==> src/rtl/tsf_consts.svh <==
// Constants for the target status flag block: offsets, fields, resets.
// Assumes inclusion by bare name from the modules and the bench.
`ifndef TSF_CONSTS_SVH
`define TSF_CONSTS_SVH
// Register byte offsets
`define TSF_OFS_STATUS     8'h00
`define TSF_OFS_CONTROL    8'h04
`define TSF_OFS_ALT        8'h08
// Status field positions
`define TSF_ST_GCTYPE_LO   8
`define TSF_ST_GCIRQ       7
`define TSF_ST_BUSY        6
`define TSF_ST_REFUSED     5
`define TSF_ST_RXOF        4
`define TSF_ST_RXREQ       3
`define TSF_ST_TXREQ       2
`define TSF_ST_TXUR        1
`define TSF_ST_TXEE        0
// Control field positions
`define TSF_CT_GCCLR       0
`define TSF_CT_FORCE_FORCE_REFUSE_ACK  1
`define TSF_CT_EARLY_TX    2
`define TSF_CT_GC_EN       3
`define TSF_CT_HWGC_EN     4
// Reset values
`define TSF_RST_CONTROL    5'h00
`define TSF_RST_ALT        8'h00
`define TSF_RST_TXEE       1'b1
// General call type codes and second-byte commands
`define TSF_GC_NONE        2'h0
`define TSF_GC_RESET_PROG  2'h1
`define TSF_GC_PROG        2'h2
`define TSF_GC_HW          2'h3
`define TSF_GC_CMD_RESET   8'h06
`define TSF_GC_CMD_PROG    8'h04
`endif

==> src/rtl/tsf_pkg.sv <==
// Types shared by the target status flag block.
// Assumes the constants header is on the include path.
package tsf_pkg;
  // Same-clock events from the target shift engine
  typedef struct packed {
    logic start;        // start or repeated start seen
    logic stop;         // stop seen
    logic addr_match;   // address byte matched an id (pulse)
    logic addr_nomatch; // address byte matched nothing (pulse)
    logic rsta_nomatch; // address after repeated start missed (pulse)
    logic dir_read;     // level: matched, high direction bit being clocked
    logic gc_addr;      // general call write address seen (pulse)
    logic byte_done;    // data byte complete (pulse)
    logic last_bit;     // level: last data bit of a byte being clocked
    logic tx_data_req;  // level: master is reading data
  } tsf_link_evt_s;
  // Same-clock FIFO levels and strobes
  typedef struct packed {
    logic rx_push;
    logic rx_full;
    logic rx_not_empty;
    logic tx_empty;
    logic tx_full;
  } tsf_fifo_s;
  typedef enum logic [1:0] { GC_IDLE, GC_WAIT_BYTE } tsf_gc_state_e;
endpackage : tsf_pkg

==> src/rtl/tsf_sync.sv <==
// Two-flop synchroniser with edge detection on the synchronised level.
// Assumes an asynchronous input and a synchronous active-high reset.
`timescale 1ns/1ps
`default_nettype none
module tsf_sync (
  input  wire logic clk_sys_i,  // system clock
  input  wire logic reset_i,    // sync reset
  input  wire logic async_i,    // raw pin
  output logic      level_o,    // synchronised level
  output logic      rise_o,     // one-cycle rising pulse
  output logic      fall_o      // one-cycle falling pulse
);
  logic meta_q;
  logic sync_q;
  logic last_q;
  always_ff @(posedge clk_sys_i) begin
    if (reset_i) begin
      meta_q <= 1'b1;
      sync_q <= 1'b1;
      last_q <= 1'b1;
    end else begin
      meta_q <= async_i;
      sync_q <= meta_q;
      last_q <= sync_q;
    end
  end
  assign level_o = sync_q;
  assign rise_o  = sync_q & ~last_q;
  assign fall_o  = ~sync_q & last_q;
endmodule : tsf_sync
`default_nettype wire

==> src/rtl/tsf_ahb_slave.sv <==
// AHB-Lite slave front end: zero wait states, always OKAY.
// Assumes single word transfers; read data is sampled at address phase.
`timescale 1ns/1ps
`default_nettype none
`include "tsf_consts.svh"
module tsf_ahb_slave import tsf_pkg::*; (
  input  wire logic        clk_sys_i,   // system clock
  input  wire logic        reset_i,     // sync reset
  input  wire logic        hsel_i,      // slave select
  input  wire logic [7:0]  haddr_i,     // byte address (low bits)
  input  wire logic [1:0]  htrans_i,    // transfer type
  input  wire logic        hwrite_i,    // write
  input  wire logic        hready_i,    // bus ready
  input  wire logic [31:0] rdata_i,     // read mux for haddr_i
  output logic             hreadyout_o, // always ready
  output logic             hresp_o,     // always OKAY
  output logic [31:0]      hrdata_o,    // registered read data
  output logic             wr_o,        // data phase write strobe
  output logic             rd_o,        // data phase read strobe
  output logic [7:0]       addr_o       // data phase address
);
  logic       take_w;
  logic       wr_q;
  logic       rd_q;
  logic [7:0] addr_q;
  logic [31:0] hrdata_q;
  assign take_w = hsel_i & htrans_i[1] & hready_i;
  always_ff @(posedge clk_sys_i) begin
    if (reset_i) begin
      wr_q     <= 1'b0;
      rd_q     <= 1'b0;
      addr_q   <= 8'h00;
      hrdata_q <= 32'h0000_0000;
    end else begin
      wr_q     <= take_w & hwrite_i;
      rd_q     <= take_w & ~hwrite_i;
      if (take_w) addr_q <= haddr_i;
      if (take_w & ~hwrite_i) hrdata_q <= rdata_i;
    end
  end
  assign hreadyout_o = 1'b1;
  assign hresp_o     = 1'b0;
  assign hrdata_o    = hrdata_q;
  assign wr_o        = wr_q;
  assign rd_o        = rd_q;
  assign addr_o      = addr_q;
endmodule : tsf_ahb_slave
`default_nettype wire

==> src/rtl/tsf_status.sv <==
// Target status and event flags with AHB-Lite register access.
// Assumes a shift engine on clk_sys_i supplying events and FIFO levels;
// SCL arrives raw from the pin and is synchronised here.
// Function
// RL1 - Gencall type clears only when software writes one to gencall clear
// RL2 - Type 00 none, 01 reset+program, 10 program, 11 alternative id
// RL3 - Gencall reset sets the gencall type field to 01; the reset it requests does not clear it
// RL4 - Any gencall sets gencall irq flag, which always drives interrupt
// RL5 - Gencall irq flag holds until software writes one to gencall clear
// RL6 - Gencall reset request restores all registers to defaults; gencall type and irq are kept
// RL7 - Hardware gencall keeps the second byte in the receive FIFO
// RL8 - Start condition sets the target busy flag
// RL9 - Busy clears on address miss, stop, or repeated-start address miss
// RL10 - Refused ack set on read with empty FIFO or forced refuse
// RL11 - Status read clears the refused ack flag
// RL12 - Push into full receive FIFO sets overflow; status read clears
// RL13 - Receive request follows FIFO not empty, clears when empty
// RL14 - Receive request rises at SCL fall of the byte's last bit
// RL15 - Receive request can raise the interrupt
// RL16 - Normal mode: tx request at SCL fall of high direction bit
// RL17 - Early mode: tx request just after SCL rise of direction bit
// RL18 - Status read clears the tx request flag
// RL19 - Read request with empty tx FIFO at SCL rise sets underflow
// RL20 - Normal mode: tx empty/early flag shows FIFO empty; resets to 1
// RL21 - Early mode: flag pulses once per transfer at SCL rise
// RL22 - Hardware gencall needs both enables and second byte equal to alt
// RL23 - Gencall address acknowledged only when gencall enable is set
// RL24 - Status read returns old values; clears land after the read
`timescale 1ns/1ps
`default_nettype none
`include "tsf_consts.svh"
module tsf_status import tsf_pkg::*; (
  input  wire logic        clk_sys_i,     // 100 MHz system clock
  input  wire logic        reset_i,       // sync reset, active high
  input  wire logic        hsel_i,        // AHB select
  input  wire logic [31:0] haddr_i,       // AHB address
  input  wire logic [1:0]  htrans_i,      // AHB transfer type
  input  wire logic        hwrite_i,      // AHB write
  input  wire logic [2:0]  hsize_i,       // AHB size (word only)
  input  wire logic [31:0] hwdata_i,      // AHB write data
  input  wire logic        hready_i,      // AHB ready
  output logic             hreadyout_o,   // AHB ready out
  output logic             hresp_o,       // AHB response
  output logic [31:0]      hrdata_o,      // AHB read data
  input  wire logic        scl_i,         // raw SCL pin
  input  wire tsf_link_evt_s evt_i,       // engine events
  input  wire tsf_fifo_s   fifo_i,        // FIFO levels
  input  wire logic [7:0]  rx_byte_i,     // byte shifted in
  output logic             irq_o,         // target interrupt request
  output logic             force_refuse_ack_o,        // refuse ack of own address
  output logic             gc_ack_o,      // ack general call address
  output logic             gc_reset_o,    // pulse: reset rest of target
  output logic             gc_keep_byte_o // pulse: keep byte in rx FIFO
);
  logic scl_rise_w;
  logic scl_fall_w;
  logic        bus_wr_w;
  logic        bus_rd_w;
  logic [7:0]  bus_addr_w;
  logic [31:0] rdata_w;

  tsf_sync u_scl_sync (
    .clk_sys_i (clk_sys_i),
    .reset_i   (reset_i),
    .async_i   (scl_i),
    .level_o   (),
    .rise_o    (scl_rise_w),
    .fall_o    (scl_fall_w)
  );

  tsf_ahb_slave u_ahb (
    .clk_sys_i   (clk_sys_i),
    .reset_i     (reset_i),
    .hsel_i      (hsel_i),
    .haddr_i     (haddr_i[7:0]),
    .htrans_i    (htrans_i),
    .hwrite_i    (hwrite_i),
    .hready_i    (hready_i),
    .rdata_i     (rdata_w),
    .hreadyout_o (hreadyout_o),
    .hresp_o     (hresp_o),
    .hrdata_o    (hrdata_o),
    .wr_o        (bus_wr_w),
    .rd_o        (bus_rd_w),
    .addr_o      (bus_addr_w)
  );

  // Software-visible and internal state
  logic [4:0]  ctrl_q;
  logic [4:0]  ctrl_d;
  logic [7:0]  alt_q;
  logic [7:0]  alt_d;
  logic [1:0]  gc_type_q;
  logic [1:0]  gc_type_d;
  logic        gc_irq_q;
  logic        gc_irq_d;
  logic        busy_q;
  logic        busy_d;
  logic        refused_q;
  logic        refused_d;
  logic        rxof_q;
  logic        rxof_d;
  logic        rxreq_q;
  logic        rxreq_d;
  logic        txreq_q;
  logic        txreq_d;
  logic        txur_q;
  logic        txur_d;
  logic        txee_q;
  logic        txee_d;
  logic        tx_armed_q;
  logic        tx_armed_d;
  logic        early_done_q;
  logic        early_done_d;
  tsf_gc_state_e gc_st_q;
  tsf_gc_state_e gc_st_d;
  logic        irq_q;
  logic        force_refuse_ack_q;
  logic        gc_ack_q;
  logic        gc_reset_q;
  logic        gc_keep_q;

  // Register decode
  logic        wr_ctrl_w;
  logic        wr_alt_w;
  logic        rd_stat_w;
  logic        gc_clear_w;
  logic        force_force_refuse_ack_w;
  logic        early_w;
  logic        gc_en_w;
  logic        hwgc_en_w;
  logic [15:0] status_w;
  assign wr_ctrl_w   = bus_wr_w & (bus_addr_w == `TSF_OFS_CONTROL);
  assign wr_alt_w    = bus_wr_w & (bus_addr_w == `TSF_OFS_ALT);
  // RL24 clear after read
  assign rd_stat_w   = bus_rd_w & (bus_addr_w == `TSF_OFS_STATUS);
  assign gc_clear_w  = wr_ctrl_w & hwdata_i[`TSF_CT_GCCLR];
  assign force_force_refuse_ack_w = ctrl_q[`TSF_CT_FORCE_FORCE_REFUSE_ACK];
  assign early_w     = ctrl_q[`TSF_CT_EARLY_TX];
  assign gc_en_w     = ctrl_q[`TSF_CT_GC_EN];
  assign hwgc_en_w   = ctrl_q[`TSF_CT_HWGC_EN];
  assign status_w    = {6'h00, gc_type_q, gc_irq_q, busy_q, refused_q,
                        rxof_q, rxreq_q, txreq_q, txur_q, txee_q};
  // Read mux is sampled at the address phase, before any clear lands
  assign rdata_w =
    (haddr_i[7:0] == `TSF_OFS_STATUS)  ? {16'h0000, status_w} :
    (haddr_i[7:0] == `TSF_OFS_CONTROL) ? {27'h0, ctrl_q[4:1], 1'b0} :
    (haddr_i[7:0] == `TSF_OFS_ALT)     ? {24'h000000, alt_q} :
                                         32'h0000_0000;

  // General call decode of the second byte
  logic gc_byte_w;
  logic gc_is_reset_w;
  logic gc_is_prog_w;
  logic gc_is_hw_w;
  logic gc_event_w;
  logic [1:0] gc_code_w;
  assign gc_byte_w     = (gc_st_q == GC_WAIT_BYTE) & evt_i.byte_done;
  // RL2 type encoding
  assign gc_is_reset_w = gc_byte_w & (rx_byte_i == `TSF_GC_CMD_RESET);
  assign gc_is_prog_w  = gc_byte_w & (rx_byte_i == `TSF_GC_CMD_PROG);
  // RL22 both enables and alt match
  assign gc_is_hw_w    = gc_byte_w & gc_en_w & hwgc_en_w &
                         (rx_byte_i == alt_q);
  assign gc_event_w    = gc_is_reset_w | gc_is_prog_w | gc_is_hw_w;
  assign gc_code_w     = gc_is_reset_w ? `TSF_GC_RESET_PROG :
                         gc_is_prog_w  ? `TSF_GC_PROG : `TSF_GC_HW;

  always_comb begin
    gc_st_d = gc_st_q;
    unique case (gc_st_q)
      GC_IDLE: begin
        // RL23 only enabled gencall is followed
        if (evt_i.gc_addr & gc_en_w) gc_st_d = GC_WAIT_BYTE;
      end
      GC_WAIT_BYTE: begin
        if (evt_i.byte_done | evt_i.start | evt_i.stop) gc_st_d = GC_IDLE;
      end
      default: gc_st_d = GC_IDLE;
    endcase
  end

  // Transmit qualification on SCL edges and address match
  logic tx_set_w;
  logic early_set_w;
  logic refuse_w;
  // RL16 normal mode at SCL fall
  // RL17 early mode at SCL rise
  assign tx_set_w    = evt_i.dir_read &
                       (early_w ? scl_rise_w : scl_fall_w);
  // RL21 once per transfer
  assign early_set_w = early_w & evt_i.dir_read & scl_rise_w &
                       ~early_done_q;
  // RL10 refuse conditions
  assign refuse_w    = evt_i.addr_match &
                       (force_force_refuse_ack_w | (evt_i.dir_read & fifo_i.tx_empty));

  always_comb begin
    // RL1 RL5 clear by write, set wins
    gc_type_d = gc_event_w ? gc_code_w :
                gc_clear_w ? `TSF_GC_NONE : gc_type_q;
    // RL4 any gencall sets irq
    gc_irq_d  = gc_event_w | (gc_irq_q & ~gc_clear_w);
    // RL8 RL9 busy tracking
    busy_d    = evt_i.start |
                (busy_q & ~(evt_i.addr_nomatch | evt_i.stop |
                            evt_i.rsta_nomatch));
    // RL11 refused ack clear on read
    refused_d = refuse_w | (refused_q & ~rd_stat_w);
    // RL12 overflow on push when full
    rxof_d    = (fifo_i.rx_push & fifo_i.rx_full) | (rxof_q & ~rd_stat_w);
    // RL13 RL14 set at last-bit fall, up while not empty
    // A late FIFO push still raises the request
    rxreq_d   = (scl_fall_w & evt_i.last_bit) | fifo_i.rx_not_empty;
    tx_armed_d = tx_set_w |
                 (tx_armed_q & ~(evt_i.stop | evt_i.start | rd_stat_w));
    // RL18 tx request clear on read
    txreq_d   = tx_set_w | (tx_armed_q & ~fifo_i.tx_full & ~rd_stat_w);
    // RL19 underflow at SCL rise
    txur_d    = (evt_i.tx_data_req & fifo_i.tx_empty & scl_rise_w) |
                (txur_q & ~rd_stat_w);
    // RL20 RL21 tx empty or early pulse
    txee_d    = early_w ? (early_set_w | (txee_q & ~rd_stat_w))
                        : fifo_i.tx_empty;
    early_done_d = early_set_w |
                   (early_done_q & ~(evt_i.stop | evt_i.start));
    ctrl_d    = wr_ctrl_w ? {hwdata_i[4:1], 1'b0} : ctrl_q;
    alt_d     = wr_alt_w ? hwdata_i[7:0] : alt_q;
  end

  always_ff @(posedge clk_sys_i) begin
    // RL6 gencall reset restores defaults
    // RL3 type and irq survive the gencall reset
    if (reset_i | gc_is_reset_w) begin
      ctrl_q       <= `TSF_RST_CONTROL;
      alt_q        <= `TSF_RST_ALT;
      busy_q       <= 1'b0;
      refused_q    <= 1'b0;
      rxof_q       <= 1'b0;
      rxreq_q      <= 1'b0;
      txreq_q      <= 1'b0;
      txur_q       <= 1'b0;
      txee_q       <= `TSF_RST_TXEE;
      tx_armed_q   <= 1'b0;
      early_done_q <= 1'b0;
      force_refuse_ack_q       <= 1'b0;
      gc_ack_q     <= 1'b0;
    end else begin
      ctrl_q       <= ctrl_d;
      alt_q        <= alt_d;
      busy_q       <= busy_d;
      refused_q    <= refused_d;
      rxof_q       <= rxof_d;
      rxreq_q      <= rxreq_d;
      txreq_q      <= txreq_d;
      txur_q       <= txur_d;
      txee_q       <= txee_d;
      tx_armed_q   <= tx_armed_d;
      early_done_q <= early_done_d;
      force_refuse_ack_q       <= force_force_refuse_ack_w | fifo_i.tx_empty;
      // RL23 gencall ack follows enable
      gc_ack_q     <= gc_en_w;
    end
  end

  always_ff @(posedge clk_sys_i) begin
    if (reset_i) begin
      gc_type_q  <= `TSF_GC_NONE;
      gc_irq_q   <= 1'b0;
      gc_st_q    <= GC_IDLE;
      irq_q      <= 1'b0;
      gc_reset_q <= 1'b0;
      gc_keep_q  <= 1'b0;
    end else begin
      gc_type_q  <= gc_type_d;
      gc_irq_q   <= gc_irq_d;
      gc_st_q    <= gc_st_d;
      // RL4 RL15 interrupt sources
      irq_q      <= gc_irq_d | rxreq_d;
      gc_reset_q <= gc_is_reset_w;
      // RL7 keep second byte
      gc_keep_q  <= gc_is_hw_w & ~gc_is_reset_w & ~gc_is_prog_w;
    end
  end

  assign irq_o          = irq_q;
  assign force_refuse_ack_o         = force_refuse_ack_q;
  assign gc_ack_o       = gc_ack_q;
  assign gc_reset_o     = gc_reset_q;
  assign gc_keep_byte_o = gc_keep_q;
endmodule : tsf_status
`default_nettype wire

==> config.mk <==
export PLATFORM = sky130hd
export DESIGN_NAME = tsf_status
export DESIGN_NICKNAME = d
export VERILOG_FILES = /design/src/rtl/tsf_pkg.sv /design/src/rtl/tsf_sync.sv /design/src/rtl/tsf_ahb_slave.sv /design/src/rtl/tsf_status.sv
export VERILOG_INCLUDE_DIRS = /design/src /design/src/rtl
export SDC_FILE = /design/constraint.sdc
export NUM_CORES = 1
export LEC_CHECK = 0
export ABC_CLOCK_PERIOD_IN_PS = 2500
export BUFFER_PORTS_ARGS = -buffer_cell sky130_fd_sc_hd__clkbuf_2
export CAP_MARGIN = 25
export CORE_ASPECT_RATIO = 0.7
export CORE_MARGIN = 8
export CORE_UTILIZATION = 40
export CTS_CLUSTER_DIAMETER = 50
export DETAILED_ROUTE_END_ITERATION = 7
export PLACE_DENSITY = 0.74
export SLEW_MARGIN = 15
export SYNTH_ARGS = -nofsm -noshare
export SYNTH_HDL_FRONTEND = slang
export SYNTH_SLANG_ARGS = --single-unit
==> constraint.sdc <==
create_clock -name clk_sys_i -period 2.5 [get_ports clk_sys_i]
set_input_delay 0.25 -clock clk_sys_i [delete_from_list [all_inputs] [get_ports clk_sys_i]]
set_output_delay 0.25 -clock clk_sys_i [all_outputs]
set_load 0.01 [all_outputs]
# ---- Word-level counts from Yosys, hierarchy flattened
# Cells that the tools add are included.
dict set report word_totals {
  regBits 76
  word_cells 126
}
dict set report op_classes {
  n_eq_ne 10
  muxes 12
  bitwise_logic 73
  reduce_logical 5
}
# operator n
set ops {}
lappend ops {{AND 1 bit} 39}
lappend ops {{== test 8 x 3 -> 1 bit (second input constant)} 4}
lappend ops {{OR 1 bit} 22}
lappend ops {{== test 8 x 4 -> 1 bit (second input constant)} 2}
lappend ops {{zero test 8 bit} 2}
lappend ops {{2-to-1 mux 8 bit} 2}
lappend ops {{NOT 1 bit} 12}
lappend ops {{2-to-1 mux 10 bit} 1}
lappend ops {{2-to-1 mux 2 bit} 5}
lappend ops {{== test 8 bit} 1}
lappend ops {{one-hot mux 2 bit (2 select lines)} 1}
lappend ops {{2-to-1 mux 1 bit} 3}
lappend ops {{== test 2 x 1 -> 1 bit (second input constant)} 1}
lappend ops {{zero test 2 bit} 1}
lappend ops {{!= test 2 x 1 -> 1 bit (second input constant)} 1}
lappend ops {{!= test 2 bit (second input constant)} 1}
lappend ops {{AND reduction 2 bit} 1}
lappend ops {{nonzero test 2 bit} 1}

# ---- Depth between registers and ports, before layout
dict set report logic_depth {
  ltp_word 8
  ltp_mapped 5
  mapped_depth_nobuf 4
}

# ---- Cells and area by module
# From an unflattened synthesis, not the netlist that was laid out.
dict set report unflattened {
  hier_cells 353
  hier_area_um2 3463.3
}
# mod n_inst cells_each area_each_um2 seq_area_each_um2
set modules_own_cells {}
lappend modules_own_cells {tsf_ahb_slave 1 184 1908.1 840.8}
lappend modules_own_cells {tsf_status 1 161 1462.7 600.6}
lappend modules_own_cells {tsf_sync 1 8 92.6 60.1}

# ---- Worst setup path after synthesis
# No wires, ideal clock.
dict set report synth_timing {
  path_type {register to register}
  from {register alt_q[0]}
  to {register gc_keep_q (netlist: gc_keep_byte_o)}
  setup_time_ps 73
  t_arrival_ps 1566
  t_required_ps 2427
  slack_ps 861
  stages_incl_launch_ff 5
  period_less_slack_ps 1639
  cell_sequence {dfxtp_1 > xor2_1 > or4_1 > or4b_1 > nor3_2}
}
dict set report synth_via {
  elab_chain_cells 4
}
# element line_no
set synth_lines {}
lappend synth_lines {{start: declaration} tsf_status.sv:91} ;# logic [7:0] alt_q;
lappend synth_lines {{start signal: assignment} tsf_status.sv:236} ;# alt_q <= `TSF_RST_ALT;
lappend synth_lines {{start signal: assignment} tsf_status.sv:250} ;# alt_q <= alt_d;
lappend synth_lines {{== test 8 bit} tsf_status.sv:164} ;# (rx_byte_i == alt_q);
lappend synth_lines {{AND 1 bit} tsf_status.sv:163} ;# assign gc_is_hw_w = gc_byte_w & gc_en_w & hwgc_en_w &
lappend synth_lines {{AND 1 bit (2 in a row)} tsf_status.sv:282} ;# gc_keep_q <= gc_is_hw_w & ~gc_is_reset_w & ~gc_is_prog_w;
lappend synth_lines {{end signal: assignment} tsf_status.sv:282}
lappend synth_lines {{end: declaration} tsf_status.sv:121} ;# logic gc_keep_q;
# No other way between the ends.
# A chain may end at the register's enable or synchronous reset.

# ---- Worst setup path in the final report
dict set report layout_timing {
  from {register u_ahb.addr_q[5] (netlist: u_ahb.addr_o[5])}
  to {register alt_q[1]}
}
dict set report layout_via {
  elab_chain_cells 2
}
# element line_no
set layout_lines {}
lappend layout_lines {{start: declaration} tsf_ahb_slave.sv:25} ;# logic [7:0] addr_q;
lappend layout_lines {{start signal: assignment} tsf_ahb_slave.sv:37} ;# if (take_w) addr_q <= haddr_i;
lappend layout_lines {{== test 8 x 4 -> 1 bit (no source line)} --}
lappend layout_lines {{AND 1 bit} tsf_status.sv:134} ;# assign wr_alt_w = bus_wr_w & (bus_addr_w == `TSF_OFS_ALT);
# No other way between the ends.

==> run summary <==
status: complete, no violations
number of DRC markers in iteration 0: 107
NumNets Final: 417
IO buf count: 60
Hold Vio Cnt, Final: 0
worst min path class: input pin to register
reg2reg start: u_ahb.addr_o[5]
cells after synthesis: 259
H-tree depth: 2
Synth Register Bits: 53
grt total ovfl: 0
GR Util All Layers: 0.1331
Setup crit end kind: register
Die W: 107.5 um
# diodes: 0
first-pass GRT wire length: 9059 um
Multi-input gate area: 1130 um2
Max-cap violations: 0
clock share of power: 0.322
total wire length: 5922 um
post-DR wirelength/cell: 14.99 um
Placed Cells incl. Taps: 387
compound-gate portion of the synthesized area: 0.1126
Vias: 1997
DR DRC count: 0
Hold WS: 0.1203 ns
share of layout cells above drive strength 1: 0.2531
Lkg Pwr: 1.242 nW
Max Slew Vio Count: 0
FF-to-FF End: alt_q[1]
synthesized area per cell: 9.053 um2
hold buffers post-CTS: 0
final worst path period share: 0.7411
post-synth top area share: 0.4525
TritonCTS clock tree: yes
Tmin final: 1.853 ns
cell taking the most area after synthesis: dfxtp_1
Distinct cells, synth: 40
Psw: 375.0 uW
Crit. Startpoint: u_ahb.addr_o[5]
antenna violations before repair: 0
Worst EP arrival: 2.05 ns
Worst Setup EP: alt_q[1]
Fillers: 574
hpwl dp: 4669 um
largest net degree at the start of global routing: 30
PD cells: 546.8 nW/um2
total power: 1.486 mW
Placer Congestion: 0.8416
crit path max fanout: 8
die height: 80.06 um
reg2reg path depth: 4
largest cells by area after synthesis: dfxtp_1 (45%), buf_4 (7.7%), mux2i_1 (6.8%)
setup TNS: 0 ns
Root Buffer: clkbuf_8
# rows: 23
Simple-Gate Fraction of Synth Area: 0.2134
Internal: 1.111 mW
post-synthesis sequential area ratio: 0.4525
combinational power share: 0.096
ys flop type: dfxtp_1
reg-to-reg slack, setup: 0.65 ns
vias per cell: 5.056
Worst Setup Path Type: register to register
asr flop ratio synth: 0
area share of fa/ha/maj cells after synthesis: 0
non-filler cells, final: 395
die area: 8607 um2
CTS Buf Count: 5
DRT Pass-1 Iters: 4
Post-synth top cells: dfxtp_1 (53), nor2_1 (36), buf_4 (24)
Worst EP required: 2.70 ns
worst vdd ir: 0.2899 mV
f_max: 539.7 MHz
clk_skew: 0.006338 ns
sw frac: 0.2523
fin util: 0.4769
cts repair resizes: 0
Storage cell area: 1061 um2
Worst-Skew Late Latency: 0.31 ns
CORE AREA: 5698 um2
CTS max path bufs: 2
count leader, synth: dfxtp_1
largest family of logic cells by synthesized area: simple AND/OR/NAND/NOR gates
Mapped Area: 2345 um2
number of global-route vias before repair: 1940
CTS sink count: 53
Worst setup SP type: register
number of synthesized flops with an enable pin: 0
Initial Util: 0.4115
Setup-failing EPs final: 0
Sequential Power Share: 0.583
# IOs: 137
synthesis-to-layout area growth: 15.90%
Post-CTS Setup Repair Bufs: 0
Synth Area in XOR/XNOR: 0.02988
CTS clk-pin slew, worst paths: 0.10 ns
Routed Antenna Nets: 0
post-synthesis mux area share: 0.08751
Max-slew headroom: 0.6011
unrepaired setup endpoints after global routing: false
Ys Warns: 0
Slew @ Worst Pin: 0.5935 ns
[sequential cells by signal, summed over array words and instances (netlist names), 2 cells and up]
register / cells
gc_type_q: 2
alt_q: 8
ctrl_q: 4
u_ahb.addr_o: 8
u_ahb.hrdata_o: 10
[layer usage]
| metal | track usage | up-vias | wire, um |
|---|---|---|---|
| met5 | 0 | - | 0 |
| met4 | 0.05655 | 0 | 74 |
| met3 | 0.03837 | 7 | 534 |
| met2 | 0.2164 | 66 | 2811 |
| met1 | 0.1616 | 935 | 2501 |
| li1 | - | 989 | - |
[cell families (layout without fill, tap and decap cells)]
kind of cell              count (synthesis)  after routing
AOI/OAI and AO/OA                        41             41
xor gates and xnor gates                  8              8
buffers and inverters                    37             76
DFF                                      53             53
muxes                                    20             20
other                                     2             24
and+or+nand+nor                          98             98
[cell usage in the layout (no fill, tap or decap), drive strengths merged, types with 3 or more instances in the layout]
master,netlist,layout
nor3b,3,3
dfxtp,53,53
o21ai,3,3
xor2,7,7
or2,4,4
conb,2,24
nand2,22,22
a22oi,10,10
mux2i,16,16
inv,4,4
a21oi,13,13
buf,27,4
a31oi,4,4
nand3,3,3
nor2,36,36
nor3,6,6
clkbuf,6,66
o22ai,4,4
nor4,3,3
nor4b,3,3
a32oi,3,3
mux2,4,4
nand4b,4,4
nand4,3,3
[per-stage QoR]
stage / setup slack, ns / instance area [um2]
floorplan: 0.8607 / 2427
global placement: 0.6976 / 2630
detailed placement: 0.6823 / 2630
CTS: 0.6507 / 2718
global route: 0.5048 / 2718
finish: 0.6471 / 2718
[final cells by class]
type	instances	area share
inverters	4	0.005525
well taps	75	0.03453
clock inverters	2	0.005525
repair buffers	64	0.1215
flip-flops and latches	53	0.3904
clock buffers	6	0.02670
multi-input cells	191	0.4157
[power groups by stage]
| stage | Sequential, mW | Combinational [mW] | Clock, mW |
|---|---|---|---|
| floorplan | 0.884 | 0.104 | 0 |
| global placement | 0.885 | 0.136 | 0 |
| detailed placement | 0.886 | 0.140 | 0 |
| CTS | 0.866 | 0.140 | 0.490 |
| global route | 0.868 | 0.155 | 0.537 |
| finish | 0.866 | 0.142 | 0.478 |
[critical path, stage by stage (launching register included)]
cell     delay [ns]
dfxtp_1        0.32
nor4_1         0.50
nand3_1        0.56
mux2i_1        0.31
nor2_1         0.05
[worst min path at each step]
| stage | end | slack [ns] | startpoint | cells past startpoint |
|---|---|---|---|---|
| 2_1_floorplan | u_scl_sync.meta_q | 0.35 | scl_i | 1 |
| 5_1_grt | u_scl_sync.meta_q | 0.11 | scl_i | 2 |
| 3_5_place_dp | u_scl_sync.level_o | 0.40 | u_scl_sync.meta_q | 1 |
| 3_3_place_gp | u_scl_sync.level_o | 0.40 | u_scl_sync.meta_q | 1 |
| 4_1_cts | u_scl_sync.meta_q | 0.11 | scl_i | 2 |
| 6_report | u_scl_sync.meta_q | 0.12 | scl_i | 2 |
No activity file was read; power rests on OpenSTA's default activity.
